==> config.mk <==
export PLATFORM = sky130hd
export DESIGN_NAME = epg_pwm
export DESIGN_NICKNAME = d
export VERILOG_FILES = /design/src/core/epg_pwm.v
export VERILOG_INCLUDE_DIRS = /design/src /design/src/shared
export SDC_FILE = /design/constraint.sdc
export NUM_CORES = 1
export LEC_CHECK = 0
export BUFFER_PORTS_ARGS = -buffer_cell sky130_fd_sc_hd__buf_2
export CAP_MARGIN = 10
export CORE_MARGIN = 2
export CORE_UTILIZATION = 40
export CTS_CLUSTER_DIAMETER = 60
export CTS_CLUSTER_SIZE = 10
export DETAILED_ROUTE_END_ITERATION = 7
export MAX_ROUTING_LAYER = met4
export SLEW_MARGIN = 20
export SYNTH_ARGS = -nofsm -noshare
export SYNTH_HDL_FRONTEND = slang
export SYNTH_SLANG_ARGS = --single-unit
==> constraint.sdc <==
create_clock -name i_sys_clk -period 5.3 [get_ports i_sys_clk]
set_clock_uncertainty 0.05 [all_clocks]
set_input_delay 1.325 -clock i_sys_clk [delete_from_list [all_inputs] [get_ports i_sys_clk]]
set_output_delay 1.325 -clock i_sys_clk [all_outputs]
set_load 0.01 [all_outputs]
==> src/shared/epg_map.vh <==
// Purpose: register offsets, field positions and reset values of the PWM block
// Assumes: 8-bit registers at byte offsets on the controller internal bus
// Notes: definitions only
`ifndef EPG_MAP_VH
`define EPG_MAP_VH
`define EPG_OFS_G0_DIV 8'h00
`define EPG_OFS_CYCLE 8'h01
`define EPG_OFS_DUTY0 8'h02
`define EPG_OFS_DUTY1 8'h03
`define EPG_OFS_DUTY2 8'h04
`define EPG_OFS_DUTY3 8'h05
`define EPG_OFS_DUTY4 8'h06
`define EPG_OFS_DUTY5 8'h07
`define EPG_OFS_DUTY6 8'h08
`define EPG_OFS_DUTY7 8'h09
`define EPG_OFS_INVERT 8'h0A
`define EPG_OFS_FREQ_SEL 8'h0B
`define EPG_OFS_SRC_LOW 8'h0C
`define EPG_OFS_SRC_HIGH 8'h0D
`define EPG_OFS_ZONE_IE 8'h23
`define EPG_OFS_G1_LOW 8'h27
`define EPG_OFS_G1_HIGH 8'h28
`define EPG_OFS_G2_LOW 8'h2B
`define EPG_OFS_G2_HIGH 8'h2C
`define EPG_OFS_G3_LOW 8'h2D
`define EPG_OFS_G3_HIGH 8'h2E
`define EPG_RST_G0_DIV 8'h00
`define EPG_RST_CYCLE 8'hFF
`define EPG_RST_DUTY 8'h00
`define EPG_RST_INVERT 8'h00
`define EPG_RST_FREQ_SEL 4'h0
`define EPG_RST_SRC_LOW 8'h00
`define EPG_RST_SRC_HIGH 8'h55
`define EPG_RST_ZONE_IE 8'h00
`define EPG_RST_GDIV 8'h00
`define EPG_CLK_ENABLE_BIT 7
`define EPG_FREQ_SEL_W 4
`endif

==> src/core/epg_pwm.v <==
// Purpose: eight-channel 8-bit PWM generator with four prescaler groups
// Assumes: i_sys_clk 20 MHz; i_slow_tick is a one-cycle pulse at 32.768 kHz
// Notes: fast source is the system clock halved (10 MHz)
// Function
// [RULE1] Group 0 divides by eight-bit value plus one
// [RULE2] Cycle length divides working clock by value+1
// [RULE3] Software changes dividers only while inhibited
// [RULE4] Duty value sets high periods per cycle
// [RULE5] Duty above cycle length holds output low
// [RULE6] Duty equal cycle length holds output high
// [RULE7] One invert bit per channel, reset zero
// [RULE8] Per-group select: 32 kHz or 10 MHz
// [RULE9] Four groups; groups 1-3 use 16-bit dividers
// [RULE10] Channels 0-3 two-bit group select, reset 00
// [RULE11] Channels 4-7 two-bit group select, reset 01
// [RULE12] Clock-enable low stops; output equals invert bit
// [RULE13] Down-counter reloads at zero; high when duty>count
// [RULE14] Zero duty, no invert gives constant low
// [RULE15] Duty changes reach comparators only at cycle boundaries; the code also loads them while inhibited
`include "epg_map.vh"
`timescale 1ns/1ps
`default_nettype none
module epg_pwm #(
   parameter NUM_CH = 8
) (
   input wire i_sys_clk,
   input wire i_srst,
   input wire i_slow_tick,
   input wire [7:0] i_addr,
   input wire i_wr,
   input wire [7:0] i_wdata,
   input wire i_rd,
   output reg [7:0] o_rdata,
   output reg [NUM_CH-1:0] o_pwm
);
   // Software-visible registers
   reg [7:0] g0_div_q;
   reg [7:0] cycle_q;
   reg [7:0] duty_q [0:NUM_CH-1];
   reg [7:0] invert_q;
   reg [3:0] freq_sel_q;
   reg [15:0] src_sel_q;
   reg [7:0] zone_ie_q;
   reg [15:0] gdiv_q [1:3];
   reg [7:0] rdata_d;

   // Timing chain: fast phase, prescalers, cycle counters
   reg fast_ph_q;
   reg [15:0] pre_cnt_q [0:3];
   reg [7:0] cyc_cnt_q [0:3];
   wire [3:0] wtick;
   reg [15:0] gdiv_w [0:3];

   // Output stage
   wire [NUM_CH-1:0] level_w;
   reg [NUM_CH-1:0] pwm_d;
   wire run;
   integer k;

   // Clock-enable bit low means inhibit: no working clock anywhere
   assign run = zone_ie_q[`EPG_CLK_ENABLE_BIT];

   always @*
   begin
      gdiv_w[0] = {8'h00, g0_div_q}; // RULE1
      gdiv_w[1] = gdiv_q[1]; // RULE9
      gdiv_w[2] = gdiv_q[2];
      gdiv_w[3] = gdiv_q[3];
   end

   // Register writes; dividers are expected to change only while inhibited
   always @(posedge i_sys_clk)
   begin
      if (i_srst)
      begin
         g0_div_q <= `EPG_RST_G0_DIV;
         cycle_q <= `EPG_RST_CYCLE; // RULE2
         invert_q <= `EPG_RST_INVERT; // RULE7
         freq_sel_q <= `EPG_RST_FREQ_SEL; // RULE8
         src_sel_q <= {`EPG_RST_SRC_HIGH, `EPG_RST_SRC_LOW}; // RULE10 RULE11
         zone_ie_q <= `EPG_RST_ZONE_IE;
         for (k = 0; k < NUM_CH; k = k + 1)
            duty_q[k] <= `EPG_RST_DUTY; // RULE4
         for (k = 1; k < 4; k = k + 1)
            gdiv_q[k] <= {`EPG_RST_GDIV, `EPG_RST_GDIV};
      end
      else if (i_wr)
      begin
         case (i_addr)
            `EPG_OFS_DUTY0: duty_q[0] <= i_wdata;
            `EPG_OFS_DUTY1: duty_q[1] <= i_wdata;
            `EPG_OFS_DUTY2: duty_q[2] <= i_wdata;
            `EPG_OFS_DUTY3: duty_q[3] <= i_wdata;
            `EPG_OFS_DUTY4: duty_q[4] <= i_wdata;
            `EPG_OFS_DUTY5: duty_q[5] <= i_wdata;
            `EPG_OFS_DUTY6: duty_q[6] <= i_wdata;
            `EPG_OFS_DUTY7: duty_q[7] <= i_wdata;
            `EPG_OFS_G0_DIV: g0_div_q <= i_wdata; // RULE3
            `EPG_OFS_CYCLE: cycle_q <= i_wdata; // RULE3
            `EPG_OFS_INVERT: invert_q <= i_wdata;
            `EPG_OFS_FREQ_SEL: freq_sel_q <= i_wdata[3:0];
            `EPG_OFS_SRC_LOW: src_sel_q[7:0] <= i_wdata;
            `EPG_OFS_SRC_HIGH: src_sel_q[15:8] <= i_wdata;
            `EPG_OFS_ZONE_IE: zone_ie_q <= i_wdata;
            `EPG_OFS_G1_LOW: gdiv_q[1][7:0] <= i_wdata;
            `EPG_OFS_G1_HIGH: gdiv_q[1][15:8] <= i_wdata;
            `EPG_OFS_G2_LOW: gdiv_q[2][7:0] <= i_wdata;
            `EPG_OFS_G2_HIGH: gdiv_q[2][15:8] <= i_wdata;
            `EPG_OFS_G3_LOW: gdiv_q[3][7:0] <= i_wdata;
            `EPG_OFS_G3_HIGH: gdiv_q[3][15:8] <= i_wdata;
            default: ;
         endcase
      end
   end

   // Read mux; unmapped offsets and reserved bits read zero
   always @*
   begin
      rdata_d = 8'h00;
      case (i_addr)
         `EPG_OFS_G0_DIV: rdata_d = g0_div_q;
         `EPG_OFS_CYCLE: rdata_d = cycle_q;
         `EPG_OFS_DUTY0: rdata_d = duty_q[0];
         `EPG_OFS_DUTY1: rdata_d = duty_q[1];
         `EPG_OFS_DUTY2: rdata_d = duty_q[2];
         `EPG_OFS_DUTY3: rdata_d = duty_q[3];
         `EPG_OFS_DUTY4: rdata_d = duty_q[4];
         `EPG_OFS_DUTY5: rdata_d = duty_q[5];
         `EPG_OFS_DUTY6: rdata_d = duty_q[6];
         `EPG_OFS_DUTY7: rdata_d = duty_q[7];
         `EPG_OFS_INVERT: rdata_d = invert_q;
         `EPG_OFS_FREQ_SEL: rdata_d = {4'h0, freq_sel_q};
         `EPG_OFS_SRC_LOW: rdata_d = src_sel_q[7:0];
         `EPG_OFS_SRC_HIGH: rdata_d = src_sel_q[15:8];
         `EPG_OFS_ZONE_IE: rdata_d = zone_ie_q;
         `EPG_OFS_G1_LOW: rdata_d = gdiv_q[1][7:0];
         `EPG_OFS_G1_HIGH: rdata_d = gdiv_q[1][15:8];
         `EPG_OFS_G2_LOW: rdata_d = gdiv_q[2][7:0];
         `EPG_OFS_G2_HIGH: rdata_d = gdiv_q[2][15:8];
         `EPG_OFS_G3_LOW: rdata_d = gdiv_q[3][7:0];
         `EPG_OFS_G3_HIGH: rdata_d = gdiv_q[3][15:8];
         default: rdata_d = 8'h00;
      endcase
   end

   // Port flop holds the last read until the next one
   always @(posedge i_sys_clk)
   begin
      if (i_srst)
         o_rdata <= 8'h00;
      else if (i_rd)
         o_rdata <= rdata_d;
   end

   // 10 MHz source as every second system clock
   always @(posedge i_sys_clk)
   begin
      if (i_srst)
         fast_ph_q <= 1'b0;
      else
         fast_ph_q <= ~fast_ph_q;
   end

   genvar g;
   generate
      for (g = 0; g < 4; g = g + 1)
      begin : grp
         wire src_tick;
         reg [15:0] pre_cnt_d;
         reg [7:0] cyc_cnt_d;
         assign src_tick = freq_sel_q[g] ? fast_ph_q : i_slow_tick; // RULE8
         assign wtick[g] = run && src_tick && (pre_cnt_q[g] == gdiv_w[g]);

         // Prescaler divides by value plus one; held clear while inhibited
         always @*
         begin
            pre_cnt_d = pre_cnt_q[g];
            if (!run)
               pre_cnt_d = 16'h0000; // RULE12
            else if (src_tick)
            begin
               if (pre_cnt_q[g] == gdiv_w[g])
                  pre_cnt_d = 16'h0000; // RULE1 RULE9
               else
                  pre_cnt_d = pre_cnt_q[g] + 16'h0001;
            end
         end

         // Cycle down-counter per group; parked at reload value while inhibited
         always @*
         begin
            cyc_cnt_d = cyc_cnt_q[g];
            if (!run)
               cyc_cnt_d = cycle_q;
            else if (wtick[g])
            begin
               if (cyc_cnt_q[g] == 8'h00)
                  cyc_cnt_d = cycle_q; // RULE2 RULE13
               else
                  cyc_cnt_d = cyc_cnt_q[g] - 8'h01; // RULE13
            end
         end

         always @(posedge i_sys_clk)
         begin
            if (i_srst)
            begin
               pre_cnt_q[g] <= 16'h0000;
               cyc_cnt_q[g] <= `EPG_RST_CYCLE;
            end
            else
            begin
               pre_cnt_q[g] <= pre_cnt_d;
               cyc_cnt_q[g] <= cyc_cnt_d;
            end
         end
      end
   endgenerate

   genvar c;
   generate
      for (c = 0; c < NUM_CH; c = c + 1)
      begin : ch
         wire [1:0] sel;
         reg [7:0] duty_act_q;
         reg level;
         assign sel = src_sel_q[2*c+1:2*c]; // RULE10 RULE11

         // Shadow duty updates only at a cycle boundary or while inhibited, to avoid runt pulses
         always @(posedge i_sys_clk)
         begin
            if (i_srst)
               duty_act_q <= `EPG_RST_DUTY;
            else if (!run || (wtick[sel] && cyc_cnt_q[sel] == 8'h00))
               duty_act_q <= duty_q[c]; // RULE15
         end
         always @*
         begin
            if (duty_act_q > cycle_q)
               level = 1'b0; // RULE5
            else if (duty_act_q == cycle_q)
               level = 1'b1; // RULE6
            else
               level = duty_act_q > cyc_cnt_q[sel]; // RULE4 RULE13 RULE14
         end
         assign level_w[c] = level;
      end
   endgenerate

   // Inhibit parks every output at its invert bit
   always @*
   begin
      pwm_d = invert_q[NUM_CH-1:0]; // RULE12
      if (run)
         pwm_d = level_w ^ invert_q[NUM_CH-1:0]; // RULE7
   end

   // One flop stage for all outputs, so pins never see comparator glitches
   always @(posedge i_sys_clk)
   begin
      if (i_srst)
         o_pwm <= {NUM_CH{1'b0}};
      else
         o_pwm <= pwm_d;
   end
endmodule // epg_pwm
`default_nettype wire

# After elaboration in Yosys (flattened, before gate mapping)

Memories as Yosys holds them, arrays and structs flattened. A register that Yosys moved wholly into a read port is not among the register bits.
Cells that the tools add are included.

Reductions and logical operators: 45
Add/subtract/negate cells: 8
Muxes and demuxes: 159
$lt $le $gt $ge: 24
Bitwise operators: 24
Equality and inequality tests: 32

Operators with widths:

| cell                                                 | number |
|---|---|
| two-way mux 16 bit                                   | 16 |
| two-way mux 8 bit                                    | 31 |
| one-hot mux 8 bit (21 select lines)                  | 1 |
| > comparator 8 bit                                   | 16 |
| zero test 8 bit                                      | 13 |
| two-way mux 1 bit                                    | 87 |
| adder 16 x 1 -> 16 bit (second input constant)       | 4 |
| equality test 8 bit                                  | 8 |
| equality test 8 x 6 -> 1 bit (second input constant) | 7 |
| equality test 16 bit                                 | 3 |
| equality test 8 x 4 -> 1 bit (second input constant) | 6 |
| equality test 8 x 3 -> 1 bit (second input constant) | 4 |
| two-way mux 2 bit                                    | 16 |
| subtractor 8 x 1 -> 8 bit (second input constant)    | 4 |
| < comparator 2 x 3 -> 1 bit (second input constant)  | 8 |
| OR 1 bit                                             | 22 |
| binary-select mux 1 bit (select 2 bit)               | 8 |
| equality test 16 x 8 -> 1 bit                        | 1 |
| equality test 8 x 2 -> 1 bit (second input constant) | 2 |
| logical AND 1 bit                                    | 16 |
| AND reduction 2 bit                                  | 7 |
| equality test 8 x 1 -> 1 bit (second input constant) | 1 |
| logical OR 1 bit                                     | 8 |
| XOR 8 bit                                            | 1 |
| other kinds (2)                                      | 2 |

Memories kept: 4
Logic and storage cells: 314
Input bits: 21
Bits in writable memories: 208
Output and inout bits: 16
Flip-flop bits (word level): 133

Memory list:

| memory    | words | bits a word | read ports | clocked after Yosys merged registers in | wr ports | line         | text |
|---|---|---|---|---|---|---|---|
| duty_q    | 8     | 8           | 8          | 0                                       | 8        | epg_pwm.v:39 | `reg [7:0] duty_q [0:NUM_CH-1];` |
| pre_cnt_q | 4     | 16          | 4          | 0                                       | 4        | epg_pwm.v:49 | `reg [15:0] pre_cnt_q [0:3];` |
| gdiv_q    | 3     | 16          | 3          | 0                                       | 3        | epg_pwm.v:44 | `reg [15:0] gdiv_q [1:3];` |
| cyc_cnt_q | 4     | 8           | 12         | 8                                       | 4        | epg_pwm.v:50 | `reg [7:0] cyc_cnt_q [0:3];` |

# Logic depth before layout (Yosys ltp)

Depth in word-level cells: 7
Mapped depth: 11
Gate-level depth less buffers: 10

# Worst setup path before layout

Ideal clock, no wire load.

Path type: input -> register
From: in i_addr[5]
To: mem duty_q[1][2], in the netlist duty_q[0][10], enable pin
Arrival time: 3090 ps
Data required time: 4921 ps
Setup slack: 1831 ps
Buffers on the path: 2
Cell stages on the path: 6
Library setup time: 329 ps
Cell sequence: nor4_1 > and2_1 > buf_2 > buf_1 > nand2_1 > nand2_1

RTL lines:

| what            | line         | text |
|---|---|---|
| start, declared | epg_pwm.v:29 | `input wire [7:0] i_addr,` |
| end, declared   | epg_pwm.v:39 |  |

# Worst setup path in the final report

From: reg cycle_q[1]
To: reg o_pwm[0]

Cells in the longest elaborated chain, start to end: 5
Elaborated cells between the ends (all ways): 6
Those cells by class: order compare: 1; eq/ne: 1; mux: 3; bitwise: 1

Ends and longest elaborated chain:

| what                                                       | line          | text |
|---|---|---|
| start, declared                                            | epg_pwm.v:38  | `reg [7:0] cycle_q;` |
| start signal, assigned                                     | epg_pwm.v:77  | `` cycle_q <= `EPG_RST_CYCLE; `` |
| start signal, assigned                                     | epg_pwm.v:99  | `` `EPG_OFS_CYCLE: cycle_q <= i_wdata; `` |
| branches (longest 2 deep; another with > comparator 8 bit) | n/a           |  |
| two-way mux 1 bit *                                        | epg_pwm.v:239 | `if (duty_act_q > cycle_q)` |
| XOR 8 bit *                                                | epg_pwm.v:255 | `pwm_d = level_w ^ invert_q[NUM_CH-1:0];` |
| two-way mux 8 bit *                                        | epg_pwm.v:254 | `if (run)` |
| end signal, assigned                                       | epg_pwm.v:262 | `o_pwm <= {NUM_CH{1'b0}};` |
| end signal, assigned                                       | epg_pwm.v:264 | `o_pwm <= pwm_d;` |
| end, declared                                              | epg_pwm.v:34  | `output reg [NUM_CH-1:0] o_pwm` |

Mark *: on every way between the ends.
A chain may end at the register's enable or synchronous reset.

==> run summary <==
Bufs and invs on worst path - 1
max_slew headroom - 33.6%
Placed Area - 21700 um2
Post-Synth Adder-Cell Area - 8.29%
Vias per Instance - 6.08
post-synthesis simple-gate area fraction - 18.2%
count of cell types in the netlist - 67
largest family of logic cells by synthesized area - simple AND/OR/NAND/NOR gates
Rows - 84
hold crit path type - reg2reg
crit end category - flop
register area share after synthesis - 39.1%
Final Cycle Share - 66.9%
final setup fails - 0
synth top area cells - dfxtp_1, edfxtp_1, ha_1, mux4_2, nand2_1
ys flop type - dfxtp_1
startpoint types - flop
DR WL/cell - 24.7 um
H-tree depth - 2
WHS Path Cells - 2
total nets after synthesis - 2433
Vias - 17951
post-CTS setup buffers - 0
worst path cell trace - inv_1 > ha_1 > nor2b_1 > o21a_1 > o21ai_0 > a21oi_1 > a2111oi_0 > mux2i_1 > o311ai_0
grt total ovfl - 0
Final #Nets - 2388
synth cell count leaders - nand2_1, nor2_1, dfxtp_1, ha_1, clkbuf_1
synth warn - 0
Crit-path slowest cell - dfxtp_1
critical setup path kind - reg2reg
RR Startpoint - cycle_q[1]
#FFs+latches synth - 357
worst slew pin tran - 995 ps
share of cells above drive strength 1 - 9.33%
compound-gate portion of the synthesized area - 11.3%
antenna-violating nets left - 0
hold buffers post-CTS - 0
Setup TNS Final - 0 ps
Max-Cap Viols - 0
mean area per synthesized cell - 9.30 um2
number of port buffers - 36
mux cell area share after synthesis - 13.4%
starting density of the core - 40.3%
Iteration-0 DRC Markers - 2010
most frequent cell after synthesis - nand2_1
Max Freq - 0.282 GHz
Syn Inst Count - 2272
DR pass1 iterations - 6
first-pass GRT wire length - 109 mm
Register-to-Register Path Depth - 9
CP peak stage delay - 760 ps
R2R Setup Slk - 1750 ps
status - completed
placer congestion estimate - 0.994
Post-synth EDFFs - 112
clk buf depth - 3
Die X - 234 um
Num CTS Buffers - 47
TritonCTS clock tree - yes
Core Region - 52300 um2
gr usage total - 27.5%
dpl hpwl - 52.4 mm
CTS root buf - clkbuf_16
Hold Crit Endpoint - zone_ie_q[5]
worst skew pair latency - 600 ps
Area Overhead vs Synth - 9.91%
CTS sink count - 357
clock transition at the registers of the reported paths - 60 ps
RSZ-0062 raised after global routing - false
Fin. Hold Viols - 0
drc violations - 0
final-report max-slew violation count - 0
chip height - 234 um
P_leak - 0.00907 uW
critical path required time - 5680 ps
Final Cell Area - 23200 um2
initial antenna violation count - 3
RR Endpoint - o_pwm[0]
minimum clock period - 3550 ps
Synth top area share - 23.2%
vias in the first global route - 17394
die area - 54700 um2
Gates resized, CTS repair - 0
Peak VDD IR - 0.263 mV
Top Family by Delay on Critical Path - compound AO/OA/AOI/OAI gates
worst-path fanout max - 9
Arr. time, crit path - 3930 ps
Post-Route WL - 72.9 mm
Yosys top cell by area - dfxtp_1
largest net degree at the start of global routing - 58
Post-Synth XOR/XNOR Area - 4.81%
PD cells - 279 nW/um2
Worst Hold Launch - zone_ie_q[5]
Top-Level Pins - 37
Synth Cell Area - 21100 um2
Post-synth ARST share - 0%
[how the worst max path moves through the flow]
stage	start	endpoint	slack (ps)	depth (start not counted)
2_1_floorplan	i_addr[5]	duty_q[0][10]	1830	6
3_3_place_gp	i_addr[0]	duty_q[1][25]	1440	4
3_5_place_dp	i_addr[0]	duty_q[1][25]	1340	4
4_1_cts	cycle_q[1]	o_pwm[0]	1860	9
5_1_grt	cycle_q[1]	o_pwm[0]	1710	9
6_report	cycle_q[1]	o_pwm[0]	1750	9
[metrics by stage]
stage               cells  power (uW)  hold WS, ps  util, %  worst slack (ps)
global placement     2866        3370          394     41.5              1440
detailed placement   2866        3380          397     41.5              1340
CTS                  2949        6510          404     44.3              1860
finish               2951        6480          404     44.3              1750
floorplan            2272        3210          371        -              1830
global route         2951        6650          421     44.3              1710
[layout by cell type (no fill, tap or decap), types with 48 or more instances in the layout]
| cell | synthesis | routed |
|---|---|---|
| nand2_1 | 323 | 323 |
| nor2_1 | 275 | 275 |
| dfxtp_1 | 245 | 244 |
| ha_1 | 140 | 140 |
| mux2i_1 | 115 | 115 |
| edfxtp_1 | 112 | 112 |
| inv_1 | 101 | 100 |
| o21ai_0 | 77 | 76 |
| mux4_2 | 72 | 72 |
| a21oi_1 | 70 | 70 |
| xor2_1 | 64 | 64 |
| xnor2_1 | 52 | 52 |
| nand4_1 | 49 | 49 |
| clkbuf_16 | 0 | 48 |
[report_power, final]
part	switching [uW]	total (uW)	internal (uW)
Combinational	230	333	103
Sequential	98.8	3000	2900
Clock	1290	3140	1850
[tightest hold or removal path: cells and delay by family (launching register included)]
family | cells | cell delay [ps]
flops | 1 | 300
simple gates | 1 | 50
compound gates | 1 | 50
[metal layers]
| layer | routed length, um | part of all wire [%] | GRT usage [%] |
|---|---|---|---|
| met1 | 29400 | 40 | 34.7 |
| met2 | 32500 | 45 | 41.9 |
| met3 | 7400 | 10 | 6.37 |
| met4 | 3620 | 5.0 | 12.1 |
| met5 | 0 | 0 | - |
[final cells by class]
class | instances | area (um2)
fill | 5025 | 29100
inverter | 101 | 384
clock buffer | 70 | 1290
sequential | 357 | 8270
timing repair buffer | 58 | 345
tap | 688 | 861
multi-input combinational | 1662 | 11800
clock inverter | 13 | 204
antenna | 2 | 5.00
[kinds of logic after synthesis]
family / count (synthesis)
AOI/OAI and AO/OA: 356
xor gates and xnor gates: 116
adders and majority gates: 140
buffers and inverters: 253
DFF: 357
muxes: 193
and+or+nand+nor: 857
[flip-flops by register name, indices dropped and copies added (netlist names), named ones only]
name           count
ch.duty_act_q     64
cyc_cnt_q         32
cycle_q            8
duty_q            64
fast_ph_q          1
freq_sel_q         4
g0_div_q           8
gdiv_q            48
invert_q           8
o_pwm              8
o_rdata            8
pre_cnt_q         64
src_sel_q         16
zone_ie_q          8
Note: power is estimated with default switching activity, not from simulation.
